## config.mk

```make
export PLATFORM = sky130hd
export DESIGN_NAME = smps_top
export DESIGN_NICKNAME = d
export VERILOG_FILES = /design/src/smps_pkg.sv /design/src/smps_timer.sv /design/src/smps_regfile.sv /design/src/smps_top.sv
export VERILOG_INCLUDE_DIRS = /design/src /design/src/src
export SDC_FILE = /design/constraint.sdc
export NUM_CORES = 1
export LEC_CHECK = 0
export BUFFER_PORTS_ARGS = -buffer_cell sky130_fd_sc_hd__clkbuf_2
export CAP_MARGIN = 25
export CORE_UTILIZATION = 25
export CTS_BUF_LIST = sky130_fd_sc_hd__clkbuf_8
export CTS_CLUSTER_DIAMETER = 80
export CTS_CLUSTER_SIZE = 16
export DETAILED_ROUTE_END_ITERATION = 16
export GPL_TIMING_DRIVEN = 0
export PLACE_DENSITY = 0.42
export SKIP_LAST_GASP = 1
export SLEW_MARGIN = 20
export SYNTH_ARGS = -nofsm -noshare
export SYNTH_HDL_FRONTEND = slang
export SYNTH_HIERARCHICAL = 1
export SYNTH_SLANG_ARGS = --single-unit
export TNS_END_PERCENT = 50
```

## constraint.sdc

```tcl
create_clock -name clk -period 9.57 [get_ports clk]
set_clock_uncertainty 0.05 [all_clocks]
set_input_delay 0.4785 -clock clk [delete_from_list [all_inputs] [get_ports clk]]
set_output_delay 0.4785 -clock clk [all_outputs]
set_load 0.005 [all_outputs]
```

## src/smps_regs.svh

```systemverilog
// register offsets, field positions, reset values and timing figures of the scheduler
`ifndef SMPS_REGS_SVH
`define SMPS_REGS_SVH

// ----------------------------------------------------------------
// clock and bus address
// ----------------------------------------------------------------
`define SMPS_CLK_MHZ      100
`define SMPS_I2C_ADDR     7'h60

// ----------------------------------------------------------------
// register offsets
// ----------------------------------------------------------------
`define SMPS_OFS_CHAN     8'h02
`define SMPS_OFS_PMODE    8'h27
`define SMPS_OFS_STATUS   8'h28

// ----------------------------------------------------------------
// field positions
// ----------------------------------------------------------------
`define SMPS_FILT_LSB     0
`define SMPS_FILT_MSB     2
`define SMPS_CHAN_LSB     6
`define SMPS_CHAN_MSB     8
`define SMPS_MODE_LSB     0
`define SMPS_MODE_MSB     1
`define SMPS_INACT_LSB    4
`define SMPS_INACT_MSB    6

// ----------------------------------------------------------------
// reset values and the highest filtered filter code
// ----------------------------------------------------------------
`define SMPS_FILT_RST     3'h0
`define SMPS_CHAN_RST     3'h7
`define SMPS_MODE_RST     2'h0
`define SMPS_INACT_RST    3'h0
`define SMPS_FIR_MAX      3'h2

// ----------------------------------------------------------------
// timing figures in microseconds; the tables are indexed by code
// ----------------------------------------------------------------
`define SMPS_INACT_US '{500, 1000, 5000, 10000, 50000, 100000, 500000, 1000000}
`define SMPS_ACT1_US  '{160, 80, 40, 0, 64, 32, 16, 0}
`define SMPS_ACT2_US  '{330, 170, 90, 0, 138, 74, 42, 0}
`define SMPS_ACT3_US  '{495, 255, 135, 0, 207, 111, 63, 0}
`define SMPS_POD_US   100

`endif

```

## src/smps_pkg.sv

```systemverilog
// types shared by the sensor power mode scheduler
package smps_pkg;
  typedef enum logic [1:0] {MODE_ACTIVE, MODE_SLEEP, MODE_DUTY, MODE_RSVD} smps_mode_e;
  typedef enum logic [1:0] {PWR_SLEEP, PWR_WAKE, PWR_MEAS, PWR_IDLE} smps_pwr_e;
  typedef enum logic [3:0] {
    I2C_IDLE, I2C_DEV, I2C_ADEV, I2C_REG, I2C_AREG, I2C_WR, I2C_AWR, I2C_RD, I2C_RACK
  } smps_i2c_e;
endpackage : smps_pkg

```

## src/smps_timer.sv

```systemverilog
// loadable down counter that times each power phase
`timescale 1ns/10ps
`default_nettype none
module smps_timer #(
  parameter int unsigned W = 27
) (
  input  wire logic         clk,
  input  wire logic         arst_n,
  input  wire logic         load,
  input  wire logic [W-1:0] load_val,
  output logic      [W-1:0] count,
  output logic              last
);
  logic [W-1:0] cnt_reg;
  logic [W-1:0] cnt_next;

  // a load wins over counting; parks at zero so the phase logic never sees a wrap
  always_comb begin
    cnt_next = cnt_reg;
    if (load) begin
      cnt_next = load_val;
    end else if (cnt_reg != '0) begin
      cnt_next = cnt_reg - 1'b1;
    end
  end

  always_ff @(posedge clk or negedge arst_n) begin
    if (!arst_n) begin
      cnt_reg <= '0;
    end else begin
      cnt_reg <= cnt_next;
    end
  end

  assign count = cnt_reg;
  assign last  = (cnt_reg == {{(W-1){1'b0}}, 1'b1}); // final cycle of a loaded span
endmodule : smps_timer
`default_nettype wire

```

## src/smps_regfile.sv

```systemverilog
// configuration registers and read multiplexer of the scheduler
`timescale 1ns/10ps
`include "smps_regs.svh"
`default_nettype none
module smps_regfile
  import smps_pkg::*;
(
  input  wire logic        clk,
  input  wire logic        arst_n,
  input  wire logic        wr_en,
  input  wire logic [7:0]  addr,
  input  wire logic [31:0] wdata,
  input  wire logic [31:0] status,
  output logic      [2:0]  chan_en,
  output logic      [2:0]  filt_code,
  output smps_mode_e       mode,
  output logic      [2:0]  inact_code,
  output logic      [31:0] rdata
);
  logic [2:0] chan_reg, chan_next;
  logic [2:0] filt_reg, filt_next;
  logic [1:0] mode_reg, mode_next;
  logic [2:0] inact_reg, inact_next;

  // writes land whatever phase is running; only defined fields are stored
  always_comb begin
    chan_next  = chan_reg;
    filt_next  = filt_reg;
    mode_next  = mode_reg;
    inact_next = inact_reg;
    if (wr_en && addr == `SMPS_OFS_CHAN) begin
      chan_next = wdata[`SMPS_CHAN_MSB:`SMPS_CHAN_LSB];
      filt_next = wdata[`SMPS_FILT_MSB:`SMPS_FILT_LSB];
    end
    if (wr_en && addr == `SMPS_OFS_PMODE) begin
      mode_next  = wdata[`SMPS_MODE_MSB:`SMPS_MODE_LSB];
      inact_next = wdata[`SMPS_INACT_MSB:`SMPS_INACT_LSB];
    end
  end

  always_ff @(posedge clk or negedge arst_n) begin
    if (!arst_n) begin
      chan_reg  <= `SMPS_CHAN_RST;
      filt_reg  <= `SMPS_FILT_RST;
      mode_reg  <= `SMPS_MODE_RST;
      inact_reg <= `SMPS_INACT_RST;
    end else begin
      chan_reg  <= chan_next;
      filt_reg  <= filt_next;
      mode_reg  <= mode_next;
      inact_reg <= inact_next;
    end
  end

  // reserved bits and unmapped offsets read as zero
  always_comb begin
    rdata = 32'h0000_0000;
    case (addr)
      `SMPS_OFS_CHAN: begin
        rdata[`SMPS_CHAN_MSB:`SMPS_CHAN_LSB] = chan_reg;
        rdata[`SMPS_FILT_MSB:`SMPS_FILT_LSB] = filt_reg;
      end
      `SMPS_OFS_PMODE: begin
        rdata[`SMPS_MODE_MSB:`SMPS_MODE_LSB]   = mode_reg;
        rdata[`SMPS_INACT_MSB:`SMPS_INACT_LSB] = inact_reg;
      end
      `SMPS_OFS_STATUS: rdata = status;
      default: rdata = 32'h0000_0000;
    endcase
  end

  assign chan_en    = chan_reg;
  assign filt_code  = filt_reg;
  assign mode       = smps_mode_e'(mode_reg);
  assign inact_code = inact_reg;
endmodule : smps_regfile
`default_nettype wire

```

## src/smps_top.sv

```systemverilog
// power mode scheduler with its serial register port
`timescale 1ns/10ps
`include "smps_regs.svh"
`default_nettype none
// How it works
// - two-bit mode selects active, sleep, duty-cycled
// - mode field readable and writable any time
// - sleep answers bus, produces no results
// - leaving sleep waits the power-on delay
// - duty mode alternates active and inactive phases
// - inactive length from three-bit interval field
// - interval codes map 0.5 to 1000 ms
// - active length from filter code, channel count
// - one enable bit per axis channel
// - code 0 takes 160/330/495 us
// - codes 1, 2 and 4-6 take their own update periods; 3 and 7 take code 0's
// - bus keeps working during inactive phase
// - filtering on for codes 0-2 only
module smps_top
  import smps_pkg::*;
#(
  parameter int unsigned INACT_US [8] = `SMPS_INACT_US,
  parameter int unsigned ACT1_US  [8] = `SMPS_ACT1_US,
  parameter int unsigned ACT2_US  [8] = `SMPS_ACT2_US,
  parameter int unsigned ACT3_US  [8] = `SMPS_ACT3_US,
  parameter int unsigned POD_US       = `SMPS_POD_US,
  parameter logic [6:0]  DEV_ADDR     = `SMPS_I2C_ADDR,
  parameter int unsigned TW           = 27
) (
  input  wire logic       clk,
  input  wire logic       arst_n,
  input  wire logic       scl_in,
  input  wire logic       sda_in,
  output logic            sda_out,
  output logic            sda_oe,
  output logic            meas_active,
  output logic            result_update,
  output logic      [2:0] axis_convert,
  output logic            fir_enable
);
  // ----------------------------------------------------------------
  // declarations
  // ----------------------------------------------------------------
  smps_i2c_e   i2c_st, i2c_next;
  logic [2:0]  bit_reg, bit_next;
  logic [7:0]  sh_reg, sh_next;
  logic        got_reg, got_next;
  logic        rw_reg, rw_next;
  logic        nack_reg, nack_next;
  logic [1:0]  byte_reg, byte_next;
  logic [7:0]  raddr_reg, raddr_next;
  logic [23:0] wbuf_reg, wbuf_next;
  logic [7:0]  tx_reg, tx_next;
  logic        scl_q, sda_q;
  logic        scl_rise, scl_fall, start, stop;
  logic        wr_en;
  logic [31:0] rdata, status;
  logic [7:0]  rd_byte;
  logic [2:0]  chan_en, filt_code, inact_code;
  smps_mode_e  mode;
  smps_pwr_e   pwr_st, pwr_next;
  logic        upd_reg, upd_next;
  logic [7:0]  rcnt_reg, rcnt_next;
  logic        tmr_load, tmr_last;
  logic [TW-1:0] tmr_val, tmr_cnt, act_cyc, inact_cyc;
  logic [1:0]  nch;

  // microseconds to clock cycles, never below one cycle
  function automatic logic [TW-1:0] us_cyc(input int unsigned us);
    int unsigned c;
    c = us * `SMPS_CLK_MHZ;
    if (c == 0) c = 1;
    return c[TW-1:0];
  endfunction : us_cyc

  // ----------------------------------------------------------------
  // serial register port
  // ----------------------------------------------------------------
  // pins are synchronous to clk, so one stage of history is enough for edges
  assign scl_rise = scl_in & ~scl_q;
  assign scl_fall = ~scl_in & scl_q;
  assign start    = scl_in & scl_q & sda_q & ~sda_in;
  assign stop     = scl_in & scl_q & ~sda_q & sda_in;
  assign rd_byte  = rdata[{~byte_reg, 3'b000} +: 8]; // most significant byte first
  // the port never looks at the power phase, so it answers in every mode
  assign wr_en    = scl_fall & got_reg & (i2c_st == I2C_WR) & (byte_reg == 2'd3);

  // bits are sampled on scl rise and driven on scl fall
  always_comb begin
    i2c_next   = i2c_st;
    bit_next   = bit_reg;
    sh_next    = sh_reg;
    got_next   = got_reg;
    rw_next    = rw_reg;
    nack_next  = nack_reg;
    byte_next  = byte_reg;
    raddr_next = raddr_reg;
    wbuf_next  = wbuf_reg;
    tx_next    = tx_reg;
    if (start) begin
      i2c_next = I2C_DEV;
      bit_next = 3'd0;
      got_next = 1'b0;
    end else if (stop) begin
      i2c_next = I2C_IDLE;
    end else if (scl_rise) begin
      case (i2c_st)
        I2C_DEV, I2C_REG, I2C_WR, I2C_RD: begin
          sh_next  = {sh_reg[6:0], sda_in};
          bit_next = bit_reg + 3'd1;
          got_next = (bit_reg == 3'd7);
        end
        I2C_RACK: nack_next = sda_in;
        default: ;
      endcase
    end else if (scl_fall) begin
      case (i2c_st)
        I2C_DEV: if (got_reg) begin
          got_next  = 1'b0;
          rw_next   = sh_reg[0];
          byte_next = 2'd0;
          i2c_next  = (sh_reg[7:1] == DEV_ADDR) ? I2C_ADEV : I2C_IDLE;
        end
        I2C_ADEV: begin
          i2c_next = rw_reg ? I2C_RD : I2C_REG;
          tx_next  = rd_byte;
        end
        I2C_REG: if (got_reg) begin
          got_next   = 1'b0;
          raddr_next = sh_reg;
          i2c_next   = I2C_AREG;
        end
        I2C_AREG: i2c_next = I2C_WR;
        I2C_WR: if (got_reg) begin
          got_next  = 1'b0;
          wbuf_next = {wbuf_reg[15:0], sh_reg};
          i2c_next  = I2C_AWR;
        end
        I2C_AWR: begin
          i2c_next  = I2C_WR;
          byte_next = byte_reg + 2'd1;
          if (byte_reg == 2'd3) raddr_next = raddr_reg + 8'd1;
        end
        I2C_RD: begin
          if (got_reg) begin
            got_next  = 1'b0;
            i2c_next  = I2C_RACK;
            byte_next = byte_reg + 2'd1;
            if (byte_reg == 2'd3) raddr_next = raddr_reg + 8'd1;
          end else begin
            tx_next = {tx_reg[6:0], 1'b1};
          end
        end
        I2C_RACK: begin
          i2c_next = nack_reg ? I2C_IDLE : I2C_RD;
          tx_next  = rd_byte;
        end
        default: i2c_next = I2C_IDLE;
      endcase
    end
  end

  always_ff @(posedge clk or negedge arst_n) begin
    if (!arst_n) begin
      i2c_st    <= I2C_IDLE;
      bit_reg   <= 3'd0;
      sh_reg    <= 8'h00;
      got_reg   <= 1'b0;
      rw_reg    <= 1'b0;
      nack_reg  <= 1'b0;
      byte_reg  <= 2'd0;
      raddr_reg <= 8'h00;
      wbuf_reg  <= 24'h00_0000;
      tx_reg    <= 8'hff;
      scl_q     <= 1'b1;
      sda_q     <= 1'b1;
    end else begin
      i2c_st    <= i2c_next;
      bit_reg   <= bit_next;
      sh_reg    <= sh_next;
      got_reg   <= got_next;
      rw_reg    <= rw_next;
      nack_reg  <= nack_next;
      byte_reg  <= byte_next;
      raddr_reg <= raddr_next;
      wbuf_reg  <= wbuf_next;
      tx_reg    <= tx_next;
      scl_q     <= scl_in;
      sda_q     <= sda_in;
    end
  end

  // open drain: only ever pulls low, ack slots or a zero data bit
  assign sda_out = 1'b0;
  assign sda_oe  = (i2c_st == I2C_ADEV) | (i2c_st == I2C_AREG) | (i2c_st == I2C_AWR)
                 | ((i2c_st == I2C_RD) & ~tx_reg[7]);

  assign status = {16'h0000, rcnt_reg, 6'h00, pwr_st};

  smps_regfile u_regs (
    .clk        (clk),
    .arst_n     (arst_n),
    .wr_en      (wr_en),
    .addr       (raddr_reg),
    .wdata      ({wbuf_reg, sh_reg}),
    .status     (status),
    .chan_en    (chan_en),
    .filt_code  (filt_code),
    .mode       (mode),
    .inact_code (inact_code),
    .rdata      (rdata)
  );

  // ----------------------------------------------------------------
  // phase lengths
  // ----------------------------------------------------------------
  // undefined filter codes fall back to the code 0 period of the same channel count
  always_comb begin
    nch = {1'b0, chan_en[0]} + {1'b0, chan_en[1]} + {1'b0, chan_en[2]};
    case (nch)
      2'd2: act_cyc = us_cyc((ACT2_US[filt_code] != 0) ? ACT2_US[filt_code] : ACT2_US[0]);
      2'd3: act_cyc = us_cyc((ACT3_US[filt_code] != 0) ? ACT3_US[filt_code] : ACT3_US[0]);
      default: act_cyc = us_cyc((ACT1_US[filt_code] != 0) ? ACT1_US[filt_code] : ACT1_US[0]);
    endcase
    inact_cyc = us_cyc(INACT_US[inact_code]);
  end

  assign fir_enable = (filt_code <= `SMPS_FIR_MAX);

  // ----------------------------------------------------------------
  // power phase machine
  // ----------------------------------------------------------------
  // phase lengths are sampled at each timer load, so their changes apply from the next phase
  always_comb begin
    pwr_next  = pwr_st;
    tmr_load  = 1'b0;
    tmr_val   = act_cyc;
    upd_next  = 1'b0;
    rcnt_next = rcnt_reg;
    if (mode == MODE_SLEEP || mode == MODE_RSVD) begin
      pwr_next = PWR_SLEEP;
    end else begin
      case (pwr_st)
        PWR_SLEEP: begin
          pwr_next = PWR_WAKE;
          tmr_load = 1'b1;
          tmr_val  = us_cyc(POD_US);
        end
        PWR_WAKE: if (tmr_last) begin
          pwr_next = PWR_MEAS;
          tmr_load = 1'b1;
        end
        PWR_MEAS: if (tmr_last) begin
          upd_next  = 1'b1;
          rcnt_next = rcnt_reg + 8'd1;
          tmr_load  = 1'b1;
          if (mode == MODE_DUTY) begin
            pwr_next = PWR_IDLE;
            tmr_val  = inact_cyc;
          end
        end
        PWR_IDLE: if (tmr_last || mode != MODE_DUTY) begin
          pwr_next = PWR_MEAS;
          tmr_load = 1'b1;
        end
        default: pwr_next = PWR_SLEEP;
      endcase
    end
  end

  always_ff @(posedge clk or negedge arst_n) begin
    if (!arst_n) begin
      pwr_st   <= PWR_SLEEP;
      upd_reg  <= 1'b0;
      rcnt_reg <= 8'h00;
    end else begin
      pwr_st   <= pwr_next;
      upd_reg  <= upd_next;
      rcnt_reg <= rcnt_next;
    end
  end

  smps_timer #(.W(TW)) u_tmr (
    .clk      (clk),
    .arst_n   (arst_n),
    .load     (tmr_load),
    .load_val (tmr_val),
    .count    (tmr_cnt),
    .last     (tmr_last)
  );

  // per-axis conversion strobes at the end of each active phase
  for (genvar gi = 0; gi < 3; gi++) begin : g_axis
    assign axis_convert[gi] = upd_reg & chan_en[gi];
  end

  assign meas_active   = (pwr_st == PWR_MEAS);
  assign result_update = upd_reg;
endmodule : smps_top
`default_nettype wire

```

Word level (Yosys, flattened, before mapping)

Memory sizes are Yosys's and may differ from the RTL's.
Cells that the tools add are included.

Shifts and indexed selects: 1
Multipliers: 4
Bitwise gates (word level): 29
Mux-type cells: 71
Reduce and logical (&&, ||, !) cells: 37
Eq/ne operators: 40
Add/subtract/negate cells: 7
Magnitude comparators: 3

Operator list:

| kind                                                                  | number |
|---|---|
| 32-bit 2-to-1 mux                                                     | 11 |
| 27-bit 2-to-1 mux                                                     | 9 |
| 32-bit zero test                                                      | 4 |
| 32-bit by 5-bit multiplier with 30-bit output (second input constant) | 4 |
| 27-bit one-hot mux with 2 select lines                                | 2 |
| 32-bit nonzero test                                                   | 3 |
| 4-bit 2-to-1 mux                                                      | 8 |
| 8-bit 2-to-1 mux                                                      | 4 |
| 32-bit by 6-bit variable part select with 8-bit output                | 1 |
| 4-bit one-hot mux with 7 select lines                                 | 1 |
| 27-bit by 1-bit == test with 1-bit output (second input constant)     | 1 |
| 27-bit nonzero test                                                   | 1 |
| 27-bit by 1-bit subtractor with 27-bit output (second input constant) | 1 |
| 8-bit one-hot mux with 3 select lines                                 | 1 |
| 6-bit AND reduction                                                   | 4 |
| 2-bit 2-to-1 mux                                                      | 9 |
| 3-bit 2-to-1 mux                                                      | 6 |
| 8-bit by 1-bit adder with 8-bit output (second input constant)        | 2 |
| 4-bit by 3-bit == test with 1-bit output (second input constant)      | 4 |
| 8-bit by 6-bit == test with 1-bit output (second input constant)      | 2 |
| 4-bit inequality test (second input constant)                         | 4 |
| 8-bit one-hot mux with 2 select lines                                 | 1 |
| 4-bit AND reduction                                                   | 4 |
| 1-bit AND                                                             | 14 |
| other kinds (38)                                                      | 91 |

Flip-flop bits (word level): 88
Output and inout bits: 8
Bits in read-only memories: 1,024
Memories: 4
Logic and storage cells: 216
Bits of input ports: 4

Memory list:

| memory          | depth | width | read ports | clocked after memory_dff | wr ports | RTL line        | source |
|---|---|---|---|---|---|---|---|
| (no name shown) | 8     | 32    | 1          | 0                        | 0        | smps_top.sv:225 | `inact_cyc = us_cyc(INACT_US[inact_code]);` |
| (no name shown) | 8     | 32    | 1          | 0                        | 0        | smps_top.sv:223 | `default: act_cyc = us_cyc((ACT1_US[filt_code] != 0) ? ACT1_US[filt_code] : ACT1_US[0]);` |
| (no name shown) | 8     | 32    | 1          | 0                        | 0        | smps_top.sv:222 | `2'd3: act_cyc = us_cyc((ACT3_US[filt_code] != 0) ? ACT3_US[filt_code] : ACT3_US[0]);` |
| (no name shown) | 8     | 32    | 1          | 0                        | 0        | smps_top.sv:221 | `2'd2: act_cyc = us_cyc((ACT2_US[filt_code] != 0) ? ACT2_US[filt_code] : ACT2_US[0]);` |

Logic depth before layout (Yosys ltp)

Depth in word-level cells: 15
Depth in mapped cells: 21
Mapped depth without buffers: 20

Cells and area by module

Netlist, hierarchy kept.

By module, submodules not included:

| module       | cells an instance | area each (um2) | instances | sequential area each (um2) |
|---|---|---|---|---|
| smps_top     | 892               | 7,938.9         | 1         | 1,839.3 |
| smps_timer   | 218               | 1,820.5         | 1         | 675.6 |
| smps_regfile | 79                | 792.0           | 1         | 279.0 |

Worst setup path before layout

OpenSTA, ideal clock, no wires.

Path type: reg2reg
Start: register u_regs.filt_reg[1], in the netlist u_regs/filt_code[1]
End: register u_tmr.cnt_reg[4], in the netlist u_tmr/count[4]
Period minus slack after synthesis: 4,560 ps
Arrival time: 4,375 ps
Required time: 9,385 ps
Buffers on the path: 0
Setup time: 135 ps
Slack: 5,010 ps
Stages on the path, launching flop included: 20
Cells stage by stage: dfrtp_1 -> inv_1 -> ha_1 -> mux2i_4 -> nand4_1 -> nand2_1 -> ha_1 -> ha_1 -> inv_1 -> fa_1 -> inv_1 -> ha_1 -> o21ai_1 -> nor2_1 -> o21ai_1 -> mux2_2 -> o41ai_2 -> o211ai_1 -> nand2_1 -> o31ai_1

Longest elaborated chain between the ends: 15
Elaborated cells between the ends (all ways): 31
Classes of those cells: mul (3); mux (18); bitwise (1); reduce/logical (6); memory (3)

Ends and longest elaborated chain:

| element                                                    | RTL line                                          | source |
|---|---|---|
| from (decl)                                                | smps_regfile.sv:21                                | `logic [2:0] filt_reg, filt_next;` |
| from (signal assigned)                                     | smps_regfile.sv:44                                | `` filt_reg <= `SMPS_FILT_RST; `` |
| from (signal assigned)                                     | smps_regfile.sv:49                                | `filt_reg <= filt_next;` |
| 3-bit inverter with 4-bit output (not written as such) (*) | smps_top.sv:221, smps_top.sv:222, smps_top.sv:223 |  |
| memory read 8 x 32 bit, on equally long branches           | -                                                 |  |
| 32-bit 2-to-1 mux, on equally long branches (2 in series)  | smps_top.sv:223, smps_top.sv:221, smps_top.sv:222 |  |
| 32-bit nonzero test, on equally long branches              | smps_top.sv:223, smps_top.sv:221, smps_top.sv:222 |  |
| 32-bit 2-to-1 mux, on equally long branches                | smps_top.sv:223, smps_top.sv:221, smps_top.sv:222 |  |
| 32-bit by 5-bit multiplier with 30-bit output (no line)    | -                                                 |  |
| 32-bit zero test                                           | smps_top.sv:72                                    | `if (c == 0) c = 1;` |
| 27-bit 2-to-1 mux                                          | smps_top.sv:72                                    |  |
| 27-bit one-hot mux with 2 select lines (*)                 | smps_top.sv:220                                   | `case (nch)` |
| 27-bit 2-to-1 mux                                          | smps_top.sv:257                                   | `if (mode == MODE_DUTY) begin` |
| 27-bit 2-to-1 mux                                          | smps_top.sv:253                                   | `PWR_MEAS: if (tmr_last) begin` |
| 27-bit one-hot mux with 2 select lines                     | smps_top.sv:243                                   | `case (pwr_st)` |
| 27-bit 2-to-1 mux (*)                                      | smps_top.sv:240                                   | `if (mode == MODE_SLEEP \|\| mode == MODE_RSVD) begin` |
| net tmr_val[4]                                             | smps_top.sv:65                                    | `logic [TW-1:0] tmr_val, tmr_cnt, act_cyc, inact_cyc;` |
| 27-bit 2-to-1 mux (*)                                      | smps_timer.sv:20                                  | `if (load) begin` |
| to (signal assigned)                                       | smps_timer.sv:31                                  | `cnt_reg <= cnt_next;` |
| to (decl)                                                  | smps_timer.sv:14                                  | `logic [W-1:0] cnt_reg;` |

The timed path passes the listed nets; every way through them passes the cells marked *. The select of a mux whose other input is x is not followed.
A chain may end at the register's enable or synchronous reset.

Final worst setup path

Start: register u_regs.filt_reg[1], in the netlist u_regs/filt_code[1]
End: register u_tmr.cnt_reg[5], in the netlist u_tmr/count[5]

The elaborated chain is that of the path after synthesis.

==> flow_summary.ini <==
[routing]
totalWireLength_mm = 27.8
routed-via-count = 8412
ant_nets = 0
drc = 0
drt_first_iter_violations = 387
vias_per_cell = 4.94
detail_route.wl_per_cell_um = 16.3
drtPass1Iterations = 5

[clock_network]
cts_tree = done
cts_max_level = 3
clk_latency_ps = 380
cts_setup_buffers = 0
cts.path.max_buffers = 2
cts-root-buf = clkbuf_8
cts_made_buffers = 9
clkSlewWorstSetupHoldPaths_ps = 110
clock-sinks = 88

[die]
initial_core_util = 0.256
core_area_sq_mm = 0.0379
num_rows = 71
ios = 12
die-area_sq_mm = 0.0396
die_h_um = 199
die_x_um = 199

[job]
drv_cap = 0

[finish]
nFillCells = 4134
final_nets = 1338
largest_reg_flops = 27
area_growth_pct = 10.6
final_common_cell = ha_1
diodes = 0
final_layout_size_suffix_gt1_frac = 0.0914
final_cell_mix = 135 x ha_1, 96 x inv_1, 92 x nand2_1, 85 x nor2_1, 75 x dfrtp_1
final_cell_area_sq_mm = 0.0107

[power_and_ir_drop]
power_frac_seq = 0.493
p_leak_nw = 4.85
power.density_mw_per_mm2 = 88.2
vdd_drop_max_mv = 0.0560
clkPwrFrac = 0.294
switching_share = 0.343
intPower_mw = 0.621
p_sw_mw = 0.325
p_comb_frac = 0.213

[critical_path]
crit_arrival_ps = 5900
max_stage_delay_ps = 660
crit_type = flip-flop to flip-flop
critPathMostFrequentCell = ha_1
crit_family = adder cells
crit_slowest_cell = dfrtp_1
cp-start-kind = flip-flop
cp-end-kind = flip-flop
worst-path-max-fanout = 13
worst-path-buf-inv = 3
cp.required_ps = 9800
rrSetupSlack_ps = 3900
crit_chain = inv_1 -> ha_1 -> mux2i_4 -> nand4_1 -> nand2_1 -> ha_1 -> ha_1 -> inv_1 -> fa_1 -> inv_1 -> ha_1 -> a211oi_1 -> nor2_1 -> o21ai_1 -> mux2_2 -> nor4_1 -> a21oi_1 -> a2bb2oi_1

[synth]
syn_area_sq_mm = 0.00971
yosysWarnings = 6
avgSynthCellArea_sq_um = 8.51
synthCells = 1141

[global_route]
grt_max_degree = 76
grt_pass1_wl_mm = 46.0
grt_pass1_vias = 8379
grt_use_total = 0.147
antenna_found_initial = 0
grt-ovfl-total = 0

[status]
status = finished clean

[timing]
hold_violations = 0
fin_crit_sh = 0.593
period_needed_ps = 5670
max_freq_mhz = 176
slew_headroom = 0.388
report.final.slew_viol_count = 0
worst_pin_slew_ps = 912
tns_ps = 0
rsz0062_at_grt = false
setup_viol = 0

[placement]
place.gp.congestion = 0.843
portBuffers = 10
placed_area_sq_mm = 0.0105
dp_hpwl_mm = 22.4

[min_path]
min_path_type = primary input to flip-flop
[worst paths after layout]
path,endpoint,from,cells after the start
max in group asynchronous,scl_q$_DFF_PN1_,arst_n,3
min reg2reg,rcnt_reg[7]$_DFFE_PN0P_,rcnt_reg[7]$_DFFE_PN0P_,1
min,scl_q$_DFF_PN1_,scl_in,1
max reg2reg,u_tmr/count[5]$_DFFE_PN0P_,u_regs/filt_code[1]$_DFFE_PN0P_,18
max,u_tmr/count[5]$_DFFE_PN0P_,u_regs/filt_code[1]$_DFFE_PN0P_,18
min in group asynchronous,u_tmr/count[24]$_DFFE_PN0P_,arst_n,2
[through the flow]
stage | utilization | instances | power, mW | setup slack, ps | hold WS, ps
5_1_grt | 0.283 | 1703 | 1.01 | 3470 | 153
3_3_place_gp | 0.276 | 1685 | 0.671 | 3880 | 408
6_report | 0.283 | 1703 | 0.946 | 3900 | 168
2_1_floorplan | - | 1164 | 0.609 | 5010 | 133
3_5_place_dp | 0.277 | 1686 | 0.674 | 3910 | 292
4_1_cts | 0.283 | 1703 | 0.959 | 3890 | 149
[area by class of cell]
type | count | area (sq um) | share of cell area
Clock inverter | 7 | 78.8 | 0.00735
Clock buffer | 9 | 124 | 0.0115
Timing Repair Buffer | 12 | 96.3 | 0.00898
Sequential cell | 88 | 2220 | 0.207
Multi-Input combinational cell | 929 | 6990 | 0.652
Inverter | 99 | 372 | 0.0346
Buffer | 48 | 209 | 0.0195
Tap cell | 511 | 639 | 0.0596
[power groups by stage]
| stage | combinational, mW | sequential (mW) | clock [mW] |
|---|---|---|---|
| after floorplan | 0.153 | 0.456 | 0 |
| after global placement | 0.197 | 0.474 | 0 |
| after detailed placement | 0.199 | 0.475 | 0 |
| after CTS | 0.201 | 0.467 | 0.292 |
| after global routing | 0.229 | 0.475 | 0.305 |
| final | 0.201 | 0.467 | 0.278 |
[layer usage]
metal | track usage | vias to the layer above | wire length, um
li1 | - | 4203 | -
met1 | 0.210 | 4088 | 14100
met2 | 0.238 | 108 | 12700
met3 | 0.0175 | 13 | 738
met4 | 0.0222 | 0 | 172
met5 | 0 | - | 0
[timing repair]
item,4_1_cts,5_1_grt
hold buffers,1,0
endpoints found under the hold margin,13,0
resized for setup,0,0
(Power assumes the default switching activity.)
